### src/rtl/pin_mux_pkg.sv
package pin_mux_pkg;

   // -------------------------------------------------------------
   // Sizes and reset values
   // -------------------------------------------------------------
   localparam int          LINE_COUNT       = 32;
   localparam int          CTRL_COUNT       = 3;
   localparam int          CTRL_FIRST       = 0;
   localparam int          CTRL_THIRD       = 2;
   // Lines 30 and 31 of the first controller reset as address outputs
   localparam logic [31:0] RESET_OWNER_FIRST = 32'hC0000000;
   // Line 3 of the third controller resets as an address output
   localparam logic [31:0] RESET_OWNER_THIRD = 32'h00000008;
   localparam logic [31:0] RESET_SELECT_B    = 32'hC0000000;
   localparam logic [31:0] RESET_OTHER       = 32'h00000000;
   localparam int          WAIT_LINE         = 2;

   // -------------------------------------------------------------
   // Carrier types
   // -------------------------------------------------------------
   typedef enum logic [1:0] {
      SEL_GPIO = 2'b00,
      SEL_A    = 2'b01,
      SEL_B    = 2'b10
   } line_sel_type;

   typedef struct packed {
      logic out;
      logic oe_n;
   } pad_drive_type;

endpackage

### src/rtl/pin_line_select.sv
`timescale 1ns/1ns
module pin_line_select
   import pin_mux_pkg::*;
(
   input  wire logic          owner,
   input  wire logic          select_b,
   input  wire pad_drive_type gpio_drv,
   input  wire pad_drive_type per_a_drv,
   input  wire pad_drive_type per_b_drv,
   output pad_drive_type      pad_drv
);

   // -------------------------------------------------------------
   // Per-line selector
   // -------------------------------------------------------------
   always_comb begin
      if (!owner) begin
         pad_drv = gpio_drv;
      end else if (select_b) begin
         pad_drv = per_b_drv;
      end else begin
         pad_drv = per_a_drv;
      end
   end

endmodule

### src/rtl/pio_peripheral_pin_mux.sv
// Function
// - Each controller has up to 32 lines, each GPIO or one of functions A/B.
// - An I/O-reset line leaves reset as input with pull-up, owner bit zero.
// - A function-reset line leaves reset routed to it, owner bit one.
// - Pull-ups are enabled at reset for function-reset lines as well.
// - One output-only peripheral signal may drive several lines alike.
// - Software can disable the bus wait request input, freeing its pin.
// - 16 bpp panels use B-function display data and intensity lines.
// - spi_first is function A and memory_card_iface function B, same lines.
`timescale 1ns/1ns
module pio_peripheral_pin_mux
   import pin_mux_pkg::*;
#(
   parameter int LINES = LINE_COUNT
)
(
   input  wire logic                               sys_clk,
   input  wire logic                               reset_n,
   input  wire logic [CTRL_COUNT-1:0][LINES-1:0]   owner_set,
   input  wire logic [CTRL_COUNT-1:0][LINES-1:0]   owner_clear,
   input  wire logic [CTRL_COUNT-1:0][LINES-1:0]   select_a_set,
   input  wire logic [CTRL_COUNT-1:0][LINES-1:0]   select_b_set,
   input  wire logic [CTRL_COUNT-1:0][LINES-1:0]   pullup_disable,
   input  wire logic [CTRL_COUNT-1:0][LINES-1:0]   pullup_enable,
   input  wire logic                               wait_disable,
   input  wire logic                               wait_enable,
   input  wire pad_drive_type [CTRL_COUNT-1:0][LINES-1:0] gpio_drv,
   input  wire pad_drive_type [CTRL_COUNT-1:0][LINES-1:0] per_a_drv,
   input  wire pad_drive_type [CTRL_COUNT-1:0][LINES-1:0] per_b_drv,
   input  wire logic [CTRL_COUNT-1:0][LINES-1:0]   pad_in,
   output pad_drive_type [CTRL_COUNT-1:0][LINES-1:0] pad_drv,
   output logic [CTRL_COUNT-1:0][LINES-1:0]        pullup_on,
   output logic [CTRL_COUNT-1:0][LINES-1:0]        line_owner_status_reg,
   output logic [CTRL_COUNT-1:0][LINES-1:0]        select_b_status,
   output logic                                    wait_active,
   output logic                                    bus_wait_request
);

   // -------------------------------------------------------------
   // Parameter check
   // -------------------------------------------------------------
   if (LINES < 1 || LINES > LINE_COUNT) begin : g_bad_lines
      $error("LINES must be 1 to 32");
   end

   if (WAIT_LINE >= LINES) begin : g_bad_wait
      $error("LINES too small for the wait line");
   end

   function automatic logic [LINES-1:0] owner_reset(input int ctrl);
      if (ctrl == CTRL_FIRST) begin
         owner_reset = RESET_OWNER_FIRST[LINES-1:0];
      end else if (ctrl == CTRL_THIRD) begin
         owner_reset = RESET_OWNER_THIRD[LINES-1:0];
      end else begin
         owner_reset = RESET_OTHER[LINES-1:0];
      end
   endfunction

   function automatic logic [LINES-1:0] select_reset(input int ctrl);
      if (ctrl == CTRL_FIRST) begin
         select_reset = RESET_SELECT_B[LINES-1:0];
      end else begin
         select_reset = RESET_OTHER[LINES-1:0];
      end
   endfunction

   // -------------------------------------------------------------
   // Line ownership and function select
   // -------------------------------------------------------------
   for (genvar c = 0; c < CTRL_COUNT; c++) begin : g_ctrl
      always_ff @(posedge sys_clk) begin
         if (!reset_n) begin
            line_owner_status_reg[c] <= owner_reset(c);
         end else begin
            line_owner_status_reg[c] <=
               (line_owner_status_reg[c] & ~owner_clear[c]) | owner_set[c];
         end
      end

      always_ff @(posedge sys_clk) begin
         if (!reset_n) begin
            select_b_status[c] <= select_reset(c);
         end else begin
            // One select per line; B wins a same-cycle tie
            select_b_status[c] <=
               (select_b_status[c] & ~select_a_set[c]) | select_b_set[c];
         end
      end

      always_ff @(posedge sys_clk) begin
         if (!reset_n) begin
            pullup_on[c] <= '1;
         end else begin
            pullup_on[c] <= (pullup_on[c] & ~pullup_disable[c])
                            | pullup_enable[c];
         end
      end

      // Shared peripheral outputs fan to every selecting line
      for (genvar l = 0; l < LINES; l++) begin : g_line
         pin_line_select u_sel (
            .owner     (line_owner_status_reg[c][l]),
            .select_b  (select_b_status[c][l]),
            .gpio_drv  (gpio_drv[c][l]),
            .per_a_drv (per_a_drv[c][l]),
            .per_b_drv (per_b_drv[c][l]),
            .pad_drv   (pad_drv[c][l])
         );

         line_route_a: assert property (@(posedge sys_clk)
            disable iff (!reset_n)
            line_owner_status_reg[c][l]
            |-> pad_drv[c][l] == (select_b_status[c][l] ? per_b_drv[c][l]
                                                          : per_a_drv[c][l]))
            else $error("owned line not on its function");
      end
   end

   // -------------------------------------------------------------
   // Bus wait request gating
   // -------------------------------------------------------------
   always_ff @(posedge sys_clk) begin
      if (!reset_n) begin
         wait_active <= 1'b1;
      end else if (wait_enable) begin
         wait_active <= 1'b1;
      end else if (wait_disable) begin
         wait_active <= 1'b0;
      end
   end

   always_ff @(posedge sys_clk) begin
      if (!reset_n) begin
         bus_wait_request <= 1'b0;
      end else begin
         bus_wait_request <= wait_active
            && line_owner_status_reg[CTRL_THIRD][WAIT_LINE]
            && !select_b_status[CTRL_THIRD][WAIT_LINE]
            && !pad_in[CTRL_THIRD][WAIT_LINE];
      end
   end

   // -------------------------------------------------------------
   // Checks
   // -------------------------------------------------------------
   owner_reset_a: assert property (@(posedge sys_clk)
      reset_n && !$past(reset_n)
      |-> line_owner_status_reg[CTRL_FIRST]
             == RESET_OWNER_FIRST[LINES-1:0]
         && line_owner_status_reg[CTRL_THIRD]
             == RESET_OWNER_THIRD[LINES-1:0])
      else $error("owner bit wrong after reset");

   select_reset_a: assert property (@(posedge sys_clk)
      reset_n && !$past(reset_n)
      |-> select_b_status[CTRL_FIRST] == RESET_SELECT_B[LINES-1:0]
         && select_b_status[CTRL_THIRD] == RESET_OTHER[LINES-1:0])
      else $error("select bits wrong after reset");

   pullup_reset_a: assert property (@(posedge sys_clk)
      reset_n && !$past(reset_n) |-> pullup_on == '1)
      else $error("pull-up off after reset");

   io_reset_a: assert property (@(posedge sys_clk)
      reset_n && !$past(reset_n) |-> line_owner_status_reg[1] == '0)
      else $error("io line owner not zero");

   wait_reset_a: assert property (@(posedge sys_clk)
      reset_n && !$past(reset_n) |-> wait_active && !bus_wait_request)
      else $error("wait state wrong after reset");

   gpio_route_a: assert property (@(posedge sys_clk)
      disable iff (!reset_n)
      !line_owner_status_reg[0][0] |-> pad_drv[0][0] == gpio_drv[0][0])
      else $error("gpio line not driven by gpio");

   b_route_a: assert property (@(posedge sys_clk)
      disable iff (!reset_n)
      line_owner_status_reg[1][5] && select_b_status[1][5]
      |-> pad_drv[1][5] == per_b_drv[1][5])
      else $error("function B not routed");

   a_route_a: assert property (@(posedge sys_clk)
      disable iff (!reset_n)
      line_owner_status_reg[0][0] && !select_b_status[0][0]
      |-> pad_drv[0][0] == per_a_drv[0][0])
      else $error("function A not routed");

   owner_set_a: assert property (@(posedge sys_clk)
      disable iff (!reset_n)
      owner_set[0][0] |=> line_owner_status_reg[0][0])
      else $error("owner set lost");

   owner_clear_a: assert property (@(posedge sys_clk)
      disable iff (!reset_n)
      owner_clear[1][5] && !owner_set[1][5]
      |=> !line_owner_status_reg[1][5])
      else $error("owner clear lost");

   select_tie_a: assert property (@(posedge sys_clk)
      disable iff (!reset_n)
      select_a_set[0][0] && select_b_set[0][0] |=> select_b_status[0][0])
      else $error("select tie not won by B");

   a_pick_a: assert property (@(posedge sys_clk)
      disable iff (!reset_n)
      select_a_set[0][0] && !select_b_set[0][0]
      |=> !select_b_status[0][0])
      else $error("function A not selected");

   pullup_tie_a: assert property (@(posedge sys_clk)
      disable iff (!reset_n)
      pullup_disable[0][0] && pullup_enable[0][0] |=> pullup_on[0][0])
      else $error("pull-up tie not won by enable");

   pullup_off_a: assert property (@(posedge sys_clk)
      disable iff (!reset_n)
      pullup_disable[0][31] && !pullup_enable[0][31]
      |=> !pullup_on[0][31])
      else $error("pull-up not turned off");

   wait_tie_a: assert property (@(posedge sys_clk)
      disable iff (!reset_n)
      wait_disable && wait_enable |=> wait_active)
      else $error("wait tie not won by enable");

   wait_off_a: assert property (@(posedge sys_clk)
      disable iff (!reset_n)
      !wait_active |=> !bus_wait_request)
      else $error("wait seen while disabled");

   wait_high_a: assert property (@(posedge sys_clk)
      disable iff (!reset_n)
      pad_in[CTRL_THIRD][WAIT_LINE] |=> !bus_wait_request)
      else $error("wait seen with pad high");

   irq_share_a: assert property (@(posedge sys_clk)
      disable iff (!reset_n)
      select_b_status[CTRL_THIRD][WAIT_LINE] |=> !bus_wait_request)
      else $error("wait seen on function B");

endmodule

### config.mk
export PLATFORM = sky130hd
export DESIGN_NAME = pio_peripheral_pin_mux
export DESIGN_NICKNAME = d
export VERILOG_FILES = /design/src/rtl/pin_mux_pkg.sv /design/src/rtl/pin_line_select.sv /design/src/rtl/pio_peripheral_pin_mux.sv
export SDC_FILE = /design/constraint.sdc
export NUM_CORES = 1
export LEC_CHECK = 0
export BUFFER_PORTS_ARGS = -buffer_cell sky130_fd_sc_hd__buf_2
export CAP_MARGIN = 20
export CORE_AREA = 2 2 681 683
export DETAILED_ROUTE_END_ITERATION = 16
export DIE_AREA = 0 0 683 685
export MAX_ROUTING_LAYER = met4
export SLEW_MARGIN = 10
export SYNTH_ARGS = -nofsm -noshare
export SYNTH_HDL_FRONTEND = slang
export SYNTH_SLANG_ARGS = --single-unit
### constraint.sdc
create_clock -name sys_clk -period 0.8 [get_ports sys_clk]
set_input_delay 0.08 -clock sys_clk [delete_from_list [all_inputs] [get_ports sys_clk]]
set_output_delay 0.08 -clock sys_clk [all_outputs]
set_load 0.01 [all_outputs]
# Yosys cells after proc, flatten, opt, wreduce, memory -nomap -nowiden
# Cells that the tools add are included.
[totals]
input_bits = 1252
ff_bits = 290
out_inout_bits = 482
word_cells = 237
[op_classes]
n_bitwise = 28
n_mux = 192
reduce_logical = 6
[ops]
columns = ["cell", "n"]
rows = [
  ["2-to-1 mux 2 bit", 192],
  ["AND 32 bit", 9],
  ["NOT 32 bit", 9],
  ["OR 32 bit", 9],
  ["logical AND 1 bit", 3],
  ["logical NOT 1 bit", 2],
  ["OR reduction 2 bit", 1],
  ["NOT 1 bit", 1],
]

# Depth between registers and ports, before layout
[logic_depth]
depth_word = 3
ltp_mapped = 4
mapped_depth_nobuf = 2

# By module
# Synthesis repeated with hierarchy kept, for this count alone.
[hier_totals]
cells_unflattened = 1478
area_unflattened_um2 = 13579.3
[by_module_without_submodules]
columns = ["module", "n_inst", "seq_area_each_um2", "area_each_um2", "cells_each"]
rows = [
  ["pio_peripheral_pin_mux", 1, 5805.6, 9975.8, 902],
  ["pin_line_select", 96, 0.0, 37.5, 6],
]

# Worst setup path after synthesis
# Ideal clock, no wire load.
[synth_path]
path_type = "register to output"
start = "register select_b_status[66] (netlist bit)"
end = "output pad_drv[132] (netlist bit)"
arrival_time_ns = 0.691
stages_incl_launch_ff = 3
n_path_buf = 0
path_slack_ns = 0.029
t_required_ns = 0.720
path_cell_list = "dfxtp_1 -> mux2i_1 -> a21oi_1"
[synth_rtl]
columns = ["item", "line", "rtl"]
rows = [
  ["from (decl)", "pio_peripheral_pin_mux.sv:34", "output logic [CTRL_COUNT-1:0][LINES-1:0] select_b_status,"],
  ["from (signal, indexed assignment)", "pio_peripheral_pin_mux.sv:83", "select_b_status[c] <= select_reset(c);"],
  ["from (signal, indexed assignment)", "pio_peripheral_pin_mux.sv:86", "select_b_status[c] <="],
  ["to (decl)", "pio_peripheral_pin_mux.sv:31", "output pad_drive_type [CTRL_COUNT-1:0][LINES-1:0] pad_drv,"],
]

==> results.cfg <==
[power]
sequentialPowerShare_pct = 25.3
leakage_nw = 19.4
power.internal_mw = 41.5
clkPwrFrac_pct = 36.0
p_comb_share_pct = 38.7
power_switching_mw = 24.7
p_sw_share_pct = 37.3
p_per_area_nw_per_um2 = 1330
vdd_drop_max_v = 0.00165

[setup_path]
max_stage_delay_ns = 0.48
worst-endpoint-arrival_ns = 2.16
critPathKind = flip-flop to output pin
worstSetupStartpointType = flip-flop
required_ns = 0.72
reg2regPathDepth = 5
worstReg2RegStart = select_b_status[3]
slowest_stage = mux2i_4
endpoint_kind = output pin
crit_fanout = 4
rrSetupSlack_ns = -0.43
crit_chain = buf_12, mux2i_4, buf_6, a21oi_2, buf_2
reg2reg_to = select_b_status[3]

[floorplanning]
dieWidth_um = 683
die_area_um2 = 468000
die-height_um = 685
rows = 250
core_um2 = 461000
start_util_pct = 3.26
ios = 1734

[synthesis]
synth_top_cell_area_share_pct = 38.6
synth-edff-count = 0
synth_area_um2 = 15000
ys_async_sr_fraction_pct = 0
synth.avg_cell_area_um2 = 9.00
yosys-top-cells-area = dfxtp_1 39%, mux2i_1 13%, buf_4 10%
syn_inst = 1670
synth_flop_cell = dfxtp_1
synth_top_family_by_area = simple AND/OR/NAND/NOR gates
netlist_top_cells_count = 290 x dfxtp_1, 203 x buf_4, 192 x a21oi_1, 192 x mux2i_1, 192 x nor2_1
synth.mux.area_fraction_pct = 12.8
synth_xor_area_share_pct = 0
synth_compound_area_share_pct = 15.7
syn_nets = 2922
ys_types = 11
yosysMostFrequentCell = dfxtp_1
synthAdderAreaFrac_pct = 0
yosys.area_share.simple_pct = 22.0
ys_warn_count = 0
ys_seq_area_share_pct = 38.6
ys_seq_elements = 290
yosysTopAreaCell = dfxtp_1

[routing]
drc = 0
ant_nets = 0
wire_per_inst_um = 29.6
via_count = 25900
drtIter0Drc = 2185
finalWirelength_um = 315000
firstDrtPassIters = 5
vias_per_cell = 2.44

[min_path]
holdPathStages = 3
hold_class = primary input to flip-flop
hold_path_end = line_owner_status_reg[18]
min_from = owner_set[18]

[clock_network]
htree_levels = 2
root_buffer = clkbuf_16
numCtsBuffers = 49
clk_pin_slew_ns = 0.07
clock-sinks = 290
cts_tree = yes
clockBufferDepth = 3
clk_latency_ns = 0.72

[place]
dpl.hpwl_um = 286000
place.gp.congestion = 0.984
dp_slack_ns = -1.94
numPortBuffers = 1638

[final_layout]
fin_util_pct = 10.8
fill_cells = 52800
syn_to_final_growth_pct = 230
drive_above_1_share_pct = 65.0
seq_area_um2 = 6530
multi_input_area_um2 = 10200
nets = 5470

[timing]
worst_slack_ns = -1.44
worst_pin_slew_ns = 0.690
slew_violations = 0
post-route-min-period_ns = 2.24
fin_crit_sh_pct = 280
max_slew_margin_pct = 53.8
hold_viol = 0
grt_setup_unrepaired = yes
finClkSkew_ns = 0.0120
finalSetupViolations = 772
hold_ws_ns = 0.105
fmax_mhz = 446

[status]
status = complete, but fails checks
violations = negative setup slack

[global_routing]
grt_overflow_total = 0
antenna_found_initial = 302
grt_pass1_wl_um = 365000
grt_max_degree = 29
grt_pass1_vias = 25900
grt_usage_pct = 13.2

[job]
cap_violations = 0
==> worst max path at each step <==
stage / depth (start not counted) / slack (ns) / end / from
CTS: 4 / -1.58 / pad_drv[6] / select_b_status[3]
detailed placement: 4 / -1.94 / pad_drv[2] / select_b_status[1]
floorplan: 2 / 0.03 / pad_drv[132] / select_b_status[66]
finish: 5 / -1.44 / pad_drv[58] / select_b_status[29]
global route: 5 / -1.50 / pad_drv[2] / select_b_status[1]
global placement: 4 / -2.29 / pad_drv[59] / select_b_status[29]
==> power groups by stage <==
stage / combinational, mW / sequential, mW / clock [mW]
floorplan: 4.46 / 16.5 / 0
CTS: 25.8 / 16.7 / 25.2
detailed placement: 19.6 / 16.9 / 0
global route: 27.0 / 16.8 / 25.3
global placement: 19.7 / 16.9 / 0
finish: 25.6 / 16.7 / 23.8
==> cell usage in the layout (no fill, tap or decap) <==
master / netlist / routed
buf_2: 21 / 1265
dlygate4sd3_1: 0 / 626
buf_6: 0 / 506
diode_2: 0 / 189
o21a_1: 187 / 186
nor2_1: 192 / 180
buf_12: 0 / 174
nor2b_1: 187 / 168
dfxtp_4: 0 / 146
dfxtp_2: 0 / 144
buf_4: 203 / 136
mux2i_4: 0 / 104
nand3b_1: 103 / 103
nand2b_1: 102 / 102
a21oi_2: 0 / 76
mux2i_1: 192 / 69
a21oi_4: 0 / 64
a21oi_1: 192 / 52
clkbuf_16: 0 / 49
mux2i_2: 0 / 19
nor2b_4: 0 / 19
buf_8: 0 / 14
nor2_4: 0 / 9
clkinv_4: 0 / 8
clkinv_2: 0 / 6
clkbuf_8: 0 / 6
bufinv_16: 0 / 4
inv_6: 0 / 4
nor2_2: 0 / 3
clkbuf_1: 0 / 3
clkinvlp_4: 0 / 3
clkinv_8: 0 / 2
inv_8: 0 / 2
nor3b_2: 1 / 1
o21a_2: 0 / 1
clkinv_16: 0 / 1
==> metrics by stage <==
step                power [mW]  TNS, ns  area [um2]  instances
CTS                       67.7  -517.29       48400      10400
global placement          36.6  -173.95       35100       9670
global route              69.2  -514.61       49600      10600
detailed placement        36.5  -169.27       35100       9673
finish                    66.1  -468.16       49600      10600
floorplan                 21.0        0       15000       1670
==> area by class of cell <==
type,instances,area share (%)
diodes,189,0.953
clock buffers,58,2.66
clock inverters,30,0.731
multi-input cells,1156,20.6
flip-flops and latches,290,13.2
well taps,6174,15.6
repair buffers,2721,46.4
==> layer usage <==
| metal | part of all wire [%] | wire length (um) | track usage, % |
|---|---|---|---|
| met4 | 3.4 | 10800 | 3.56 |
| met3 | 11 | 35900 | 5.55 |
| met1 | 37 | 115000 | 14.0 |
| met2 | 49 | 153000 | 22.4 |
| met5 | 0 | 0 | - |
==> critical path, delay by kind of cell, from the launching register on <==
family | cells | cell delay (ns)
flops | 1 | 0.36
buf+inv | 3 | 0.49
compound gates | 1 | 0.05
mux | 1 | 0.48
==> cell families after synthesis <==
logic type,after synthesis
buf+inv,224
simple gates,585
compound gates,379
flops,290
mux,192
==> timing repair <==
item                       4_1_cts  5_1_grt
hold endpoints to repair       290      141
setup endpoints to repair      607      772
buffers inserted                95       74
pin swaps                      202       60
resized for setup             1431      185
gates cloned                     0        0
hold buffers                   626        1
No activity file was read; power rests on OpenSTA's default activity.
